`src/rtl/pif_regs.svh`:
```
/*
 * Offsets, bit positions and reset values of the peripheral flag block.
 * Assumes a 32-bit classic Wishbone slave, one register to a word.
 */
`ifndef PIF_REGS_SVH
`define PIF_REGS_SVH

`define PIF_OFS_FLAGS_A 8'h00
`define PIF_OFS_FLAGS_B 8'h04
`define PIF_OFS_EN_A 8'h08
`define PIF_OFS_EN_B 8'h0C
`define PIF_OFS_CTRL 8'h10
`define PIF_OFS_CLR_A 8'h14
`define PIF_OFS_CLR_B 8'h18

// first flag register
`define PIF_A_TMR1_GATE 7
`define PIF_A_ADC_DONE 6
`define PIF_A_SER_RX 5
`define PIF_A_SER_TX 4
`define PIF_A_SYNC_SER 3
`define PIF_A_CAPCOMP1 2
`define PIF_A_TMR2_MATCH 1
`define PIF_A_TMR1_OVF 0

// second flag register
`define PIF_B_OSC_FAIL 7
`define PIF_B_CMP_TWO 6
`define PIF_B_CMP_ONE 5
`define PIF_B_EE_DONE 4
`define PIF_B_BUS_COLL 3
`define PIF_B_CAPCOMP2 0

// control register
`define PIF_CTRL_GLOBAL_EN 7
`define PIF_CTRL_PERIPH_EN 6

// implemented and software-writable bits
`define PIF_A_IMPL 8'hFF
`define PIF_A_WRITABLE 8'hCF
`define PIF_B_IMPL 8'hF9
`define PIF_B_WRITABLE 8'hF9
`define PIF_CTRL_IMPL 8'hC0

`define PIF_RST_BYTE 8'h00

`endif

```
`src/rtl/pif_pkg.sv`:
```
/*
 * Types shared by the peripheral flag block.
 * Assumes nothing beyond a SystemVerilog compiler.
 */
`default_nettype none

package pif_pkg;

   typedef logic [7:0] pif_byte_t;

   typedef enum logic [2:0] {
      PIF_SEL_FLAGS_A = 3'h0,
      PIF_SEL_FLAGS_B = 3'h1,
      PIF_SEL_EN_A = 3'h2,
      PIF_SEL_EN_B = 3'h3,
      PIF_SEL_CTRL = 3'h4,
      PIF_SEL_CLR_A = 3'h5,
      PIF_SEL_CLR_B = 3'h6,
      PIF_SEL_NONE = 3'h7
   } pif_sel_t;

endpackage : pif_pkg

`default_nettype wire

```
`src/rtl/pif_flag_block.sv`:
```
/*
 * Two 8-bit peripheral interrupt flag registers with their enables,
 * a control register and one level interrupt request, behind a
 * classic Wishbone slave.
 * Assumes event inputs are one-cycle pulses synchronous to clk, except
 * the serial receive and transmit sources, which are levels.
 */
// Local design decisions: the register addresses and register access over Wishbone.
`include "pif_regs.svh"

`default_nettype none

// What this block does
// A flag is set by its source event whatever its enable bits hold.
// Software should clear a stale flag before enabling its interrupt.
// All implemented flag bits reset to zero on any reset.
// A flag reads one while its interrupt is pending, zero otherwise.
// Timer1 gate sits at bit 7 and converter done at bit 6, both R/W.
// Serial receive at bit 5 and transmit at bit 4 are read only.
// Sync serial port at bit 3 and capture/compare 1 at bit 2, R/W.
// Timer2 match at bit 1 and timer1 overflow at bit 0, both R/W.
// Second register holds bits 7,6,5,4,3 and 0 as R/W flags.
// Bits 2 and 1 of the second register read zero and ignore writes.
// No flag interrupts unless the peripheral enable bit is set.
// The request rises when a flag and its enable meet both enables.
module pif_flag_block
   import pif_pkg::*;
#(
   parameter int ADDR_W = 8
) (
   input wire logic clk,
   input wire logic srst,
   input wire logic wb_cyc_i,
   input wire logic wb_stb_i,
   input wire logic wb_we_i,
   input wire logic [ADDR_W-1:0] wb_adr_i,
   input wire logic [3:0] wb_sel_i,
   input wire logic [31:0] wb_dat_i,
   output logic [31:0] wb_dat_o,
   output logic wb_ack_o,
   input wire logic timer1_gate_evt,
   input wire logic adc_done_evt,
   input wire logic serial_rx_level,
   input wire logic serial_tx_level,
   input wire logic sync_serial_evt,
   input wire logic capcomp_one_evt,
   input wire logic timer2_match_evt,
   input wire logic timer1_overflow_evt,
   input wire logic osc_fail_evt,
   input wire logic comparator_two_evt,
   input wire logic comparator_one_evt,
   input wire logic eeprom_write_done_evt,
   input wire logic bus_collision_evt,
   input wire logic capcomp_two_evt,
   output logic periph_irq
);

   initial begin
      if (ADDR_W < 5 || ADDR_W > 32) begin
         $error("pif_flag_block: ADDR_W must lie in 5..32");
      end
   end

   pif_byte_t periph_irq_flags_a_q;
   pif_byte_t periph_irq_flags_a_d;
   pif_byte_t periph_irq_flags_b_q;
   pif_byte_t periph_irq_flags_b_d;
   pif_byte_t en_a_q;
   pif_byte_t en_a_d;
   pif_byte_t en_b_q;
   pif_byte_t en_b_d;
   pif_byte_t irq_control_reg_q;
   pif_byte_t irq_control_reg_d;
   logic ack_q;
   logic [31:0] rdata_q;
   logic irq_q;

   // bus decode
   wire logic req = wb_cyc_i & wb_stb_i;
   wire logic [7:0] adr8 = 8'(wb_adr_i);
   wire logic hi_zero = (wb_adr_i >> 8) == '0;
   wire logic lane0 = wb_sel_i[0];
   // a write lands on the edge where the master sees ack
   wire logic wr_fire = req & wb_we_i & ack_q & lane0;
   pif_sel_t sel;
   assign sel = !hi_zero ? PIF_SEL_NONE :
      (adr8 == `PIF_OFS_FLAGS_A) ? PIF_SEL_FLAGS_A :
      (adr8 == `PIF_OFS_FLAGS_B) ? PIF_SEL_FLAGS_B :
      (adr8 == `PIF_OFS_EN_A) ? PIF_SEL_EN_A :
      (adr8 == `PIF_OFS_EN_B) ? PIF_SEL_EN_B :
      (adr8 == `PIF_OFS_CTRL) ? PIF_SEL_CTRL :
      (adr8 == `PIF_OFS_CLR_A) ? PIF_SEL_CLR_A :
      (adr8 == `PIF_OFS_CLR_B) ? PIF_SEL_CLR_B : PIF_SEL_NONE;
   wire pif_byte_t wbyte = wb_dat_i[7:0];
   wire logic wr_flags_a = wr_fire & (sel == PIF_SEL_FLAGS_A);
   wire logic wr_flags_b = wr_fire & (sel == PIF_SEL_FLAGS_B);
   wire logic wr_en_a = wr_fire & (sel == PIF_SEL_EN_A);
   wire logic wr_en_b = wr_fire & (sel == PIF_SEL_EN_B);
   wire logic wr_ctrl = wr_fire & (sel == PIF_SEL_CTRL);
   wire logic wr_clr_a = wr_fire & (sel == PIF_SEL_CLR_A);
   wire logic wr_clr_b = wr_fire & (sel == PIF_SEL_CLR_B);

   // event vectors, gathered without looking at any enable
   pif_byte_t evt_a;
   pif_byte_t evt_b;
   pif_byte_t lvl_a;
   always_comb begin
      evt_a = `PIF_RST_BYTE;
      evt_a[`PIF_A_TMR1_GATE] = timer1_gate_evt;
      evt_a[`PIF_A_ADC_DONE] = adc_done_evt;
      evt_a[`PIF_A_SYNC_SER] = sync_serial_evt;
      evt_a[`PIF_A_CAPCOMP1] = capcomp_one_evt;
      evt_a[`PIF_A_TMR2_MATCH] = timer2_match_evt;
      evt_a[`PIF_A_TMR1_OVF] = timer1_overflow_evt;
      lvl_a = `PIF_RST_BYTE;
      lvl_a[`PIF_A_SER_RX] = serial_rx_level;
      lvl_a[`PIF_A_SER_TX] = serial_tx_level;
      evt_b = `PIF_RST_BYTE;
      evt_b[`PIF_B_OSC_FAIL] = osc_fail_evt;
      evt_b[`PIF_B_CMP_TWO] = comparator_two_evt;
      evt_b[`PIF_B_CMP_ONE] = comparator_one_evt;
      evt_b[`PIF_B_EE_DONE] = eeprom_write_done_evt;
      evt_b[`PIF_B_BUS_COLL] = bus_collision_evt;
      evt_b[`PIF_B_CAPCOMP2] = capcomp_two_evt;
   end

   // flag next state: software value first, then events on top so a
   // set in the same cycle as a clear is never lost
   pif_byte_t keep_a;
   pif_byte_t keep_b;
   assign keep_a = wr_flags_a ?
      ((periph_irq_flags_a_q & ~`PIF_A_WRITABLE) |
       (wbyte & `PIF_A_WRITABLE)) :
      wr_clr_a ? (periph_irq_flags_a_q & ~(wbyte & `PIF_A_WRITABLE)) :
      periph_irq_flags_a_q;
   assign keep_b = wr_flags_b ? (wbyte & `PIF_B_WRITABLE) :
      wr_clr_b ? (periph_irq_flags_b_q & ~(wbyte & `PIF_B_WRITABLE)) :
      periph_irq_flags_b_q;
   // read-only bits simply mirror their source levels
   assign periph_irq_flags_a_d =
      (((keep_a | evt_a) & `PIF_A_WRITABLE) | lvl_a) & `PIF_A_IMPL;
   assign periph_irq_flags_b_d =
      (keep_b | evt_b) & `PIF_B_IMPL;

   assign en_a_d = wr_en_a ? (wbyte & `PIF_A_IMPL) : en_a_q;
   assign en_b_d = wr_en_b ? (wbyte & `PIF_B_IMPL) : en_b_q;
   assign irq_control_reg_d = wr_ctrl ? (wbyte & `PIF_CTRL_IMPL) :
      irq_control_reg_q;

   always_ff @(posedge clk) begin
      if (srst) begin
         periph_irq_flags_a_q <= `PIF_RST_BYTE;
         periph_irq_flags_b_q <= `PIF_RST_BYTE;
         en_a_q <= `PIF_RST_BYTE;
         en_b_q <= `PIF_RST_BYTE;
         irq_control_reg_q <= `PIF_RST_BYTE;
      end else begin
         periph_irq_flags_a_q <= periph_irq_flags_a_d;
         periph_irq_flags_b_q <= periph_irq_flags_b_d;
         en_a_q <= en_a_d;
         en_b_q <= en_b_d;
         irq_control_reg_q <= irq_control_reg_d;
      end
   end

   // request: a pending enabled flag gated by both global enables;
   // software is expected to clear stale flags before enabling
   wire logic any_a = |(periph_irq_flags_a_q & en_a_q);
   wire logic any_b = |(periph_irq_flags_b_q & en_b_q);
   wire logic periph_on = irq_control_reg_q[`PIF_CTRL_PERIPH_EN];
   wire logic global_on = irq_control_reg_q[`PIF_CTRL_GLOBAL_EN];
   wire logic irq_d = (any_a | any_b) & periph_on & global_on;

   // read mux; unmapped and flag-clear aliases read zero
   pif_byte_t rbyte;
   always_comb begin
      case (sel)
         PIF_SEL_FLAGS_A: rbyte = periph_irq_flags_a_q;
         PIF_SEL_FLAGS_B: rbyte = periph_irq_flags_b_q;
         PIF_SEL_EN_A: rbyte = en_a_q;
         PIF_SEL_EN_B: rbyte = en_b_q;
         PIF_SEL_CTRL: rbyte = irq_control_reg_q;
         default: rbyte = `PIF_RST_BYTE;
      endcase
   end

   // one wait state: ack one edge after the request, then drop
   always_ff @(posedge clk) begin
      if (srst) begin
         ack_q <= 1'b0;
         rdata_q <= 32'h0000_0000;
         irq_q <= 1'b0;
      end else begin
         ack_q <= req & ~ack_q;
         rdata_q <= {24'h00_0000, rbyte};
         irq_q <= irq_d;
      end
   end

   assign wb_ack_o = ack_q;
   assign wb_dat_o = rdata_q;
   assign periph_irq = irq_q;

endmodule : pif_flag_block

`default_nettype wire

```
`config.mk`:
```
export PLATFORM = sky130hd
export DESIGN_NAME = pif_flag_block
export DESIGN_NICKNAME = d
export VERILOG_FILES = /design/src/rtl/pif_pkg.sv /design/src/rtl/pif_flag_block.sv
export VERILOG_INCLUDE_DIRS = /design/src /design/src/rtl
export SDC_FILE = /design/constraint.sdc
export NUM_CORES = 1
export LEC_CHECK = 0
export CORE_UTILIZATION = 35
export CTS_BUF_LIST = sky130_fd_sc_hd__clkbuf_2
export DETAILED_ROUTE_END_ITERATION = 8
export DONT_BUFFER_PORTS = 1
export GPL_TIMING_DRIVEN = 0
export PLACE_DENSITY = 0.54
export SYNTH_ARGS = -nofsm -noshare
export SYNTH_HDL_FRONTEND = slang
export SYNTH_SLANG_ARGS = --single-unit
```
`constraint.sdc`:
```
create_clock -name clk -period 1.5 [get_ports clk]
set_input_delay 0.075 -clock clk [delete_from_list [all_inputs] [get_ports clk]]
set_output_delay 0.075 -clock clk [all_outputs]
set_load 0.05 [all_outputs]
```
==> reports/metrics.csv <==
metric,value,unit
outcome,finished with violations,
violations,negative setup slack,
htree_levels,2,
grt_pass1_wl,9340,um
via_per_inst,5.25,
finalHoldViolations,0,
ant_nets,0,
start_kind,register,
ff_latch_area,805,um2
setup-violations-final,8,
crit_buf_inv,0,
io_pins,97,
syn2layout_area_growth,36.0,%
ys_ff_latch,40,
finalSetupTns,-0.201,ns
grt.total_usage,0.202,
synth_top_family_by_area,simple AND/OR/NAND/NOR gates,
whs,0.0432,ns
yosys.area_share.simple,0.194,
clock_path_buffers,2,
route.vias.total,1847,
drc,0,
crit_family,flip-flops,
rows,27,
drive_gt1_frac,0.261,
nets,342,
final_common_cell,dfxtp_1,
grt_max_degree,14,
routed_wl,6020,um
rsz0062_at_grt,yes,
finalCriticalPeriod,1.57,ns
ys_seq_area_frac,0.392,
max-vdd-ir-drop,561,uV
critPathMaxFanout,7,
synth_xor_area_frac,0,
start_util,0.366,
endpoint_kind,register,
crit_type,register to register,
crit_arrival,1.86,ns
grt_pass1_vias,1792,
cap_violations,0,
tritoncts,built,
layout.cells.non_filler,352,
max-slew-margin-rel,0.439,
synthCells,214,
die_area,6140,um2
min_period_over_period,1.05,
ys_types,34,
slew_viol_final,0,
power_density,792,nW/um2
hp-class,input port to register,
max_freq,637,MHz
post-place-cells,309,
ys.flop_type,dfxtp_1,
firstDrtPassIters,4,
gp_congestion,0.819,
synth_area,2040,um2
async_reset_ff_frac,0,
die_y,78.4,um
finClkSkew,0.0238,ns
synth_compound_gate_area_share,0.150,
synth_edf_count,0,
muxShareOfSynthArea,0.153,
cp_cell_sequence,and4b_1 -> nand2_1 -> o311ai_2 -> a21oi_1,
core-area,5570,um2
cts_sinks,40,
port_buffers,0,
cts_made_buffers,5,
synth_adder_area_share,0,
clk_latency,0.41,ns
power_leakage,0.00116,uW
die_x,78.4,um
grt_overflow_total,0,
max_stage_delay,0.52,ns
setup_ws,-0.0706,ns
multi_input_area,1240,um2
slowest_stage,dfxtp_4,
crit_required,1.79,ns
cts_root_buffer,clkbuf_2,
tightestPinTransition,0.838,ns
num-fill-cells,542,
path_clk_slew,0.21,ns
syn_avg_cell_area,9.54,um2
drt_iter0_drc,87,
routedWlPerCell,17.1,um
layout_common_cells,"39 x dfxtp_1, 31 x buf_4, 27 x dlygate4sd3_1",
synth_warnings,0,
diodes,0,
placed_area,2230,um2
final_area,2780,um2
dp_hpwl,4030,um
antenna_found_initial,0,
## state kept, by name (all words and copies together), names as in the netlist
signal / count
irq_control_reg_q: 2
wb_ack_o: 1
en_a_q: 8
periph_irq_flags_a_q: 8
wb_dat_o: 8
en_b_q: 6
periph_irq_flags_b_q: 6
periph_irq: 1
## cell families after synthesis
group,after synthesis
compound gates,48
simple gates,67
flops,40
buf+inv,33
mux,25
other cells,1
## layer usage
metal / wire [um] / GRT usage / vias up
li1: - / - / 885
met1: 2490 / 0.249 / 875
met2: 3010 / 0.346 / 74
met3: 410 / 0.0465 / 13
met4: 112 / 0.0685 / 0
met5: 0 / 0 / -
## synth_stat cells, types with 2 or more instances
cell	instances	area, um2
and4_1	2	17.5
nand3_1	5	25.0
buf_4	24	180
a21oi_1	24	120
o211ai_1	4	30.0
a221oi_1	2	17.5
or3_4	2	22.5
mux4_2	5	113
nor3_1	6	30.0
and3_1	2	12.5
nor4_4	2	42.5
nor2b_1	7	43.8
nor2_1	18	67.6
nand4_1	6	37.5
o311ai_0	8	70.1
o21ai_0	2	10.0
nand2_1	11	41.3
a22oi_1	4	30.0
and4b_1	2	20.0
dfxtp_1	40	801
mux2i_1	20	200
clkbuf_1	6	22.5
## per-stage QoR
step	total power [uW]	worst slack, ns	util
finish	2200	-0.0706	0.498
floorplan	1420	0.0345	-
CTS	2190	-0.0618	0.478
global placement	1460	-0.329	0.400
detailed placement	1460	-0.306	0.400
global route	2300	-0.112	0.498
## cell type report
class,instances,area share
repair buffers,36,0.128
clock buffers,5,0.00901
plain buffers,32,0.0789
multi-input cells,164,0.447
clock inverters,3,0.0149
flip-flops and latches,40,0.290
well taps,72,0.0324
## power by group
part	internal, uW	leakage, uW	switching (uW)
clock network	281	0.0000433	371
registers	1090	0.000328	34.0
logic	167	0.000788	254
total	1540	0.00116	659
## timing repair
action                                  CTS  global route
endpoints found under the hold margin    33             3
setup buffers                             8             1
pin swaps                                11            11
resized for setup                        17            15
hold buffers                             25             2
endpoints found under the setup margin   28            20
## path summary, 6_finish.rpt
check / end / from / slack, ns / depth (start not counted)
worst min-delay path: wb_dat_o[7] / wb_adr_i[5] / 0.04 / 3
worst max register to register: periph_irq_flags_b_q[7] / wb_ack_o / -0.07 / 4
worst min register to register: periph_irq / irq_control_reg_q[7] / 0.48 / 2
worst max-delay path: periph_irq_flags_b_q[7] / wb_ack_o / -0.07 / 4
## worst reg2reg max path, cell delays in order, from the launching register on
cell	delay, ns
dfxtp_4	0.52
and4b_1	0.26
nand2_1	0.24
o311ai_2	0.35
a21oi_1	0.09
(Power assumes the default switching activity.)
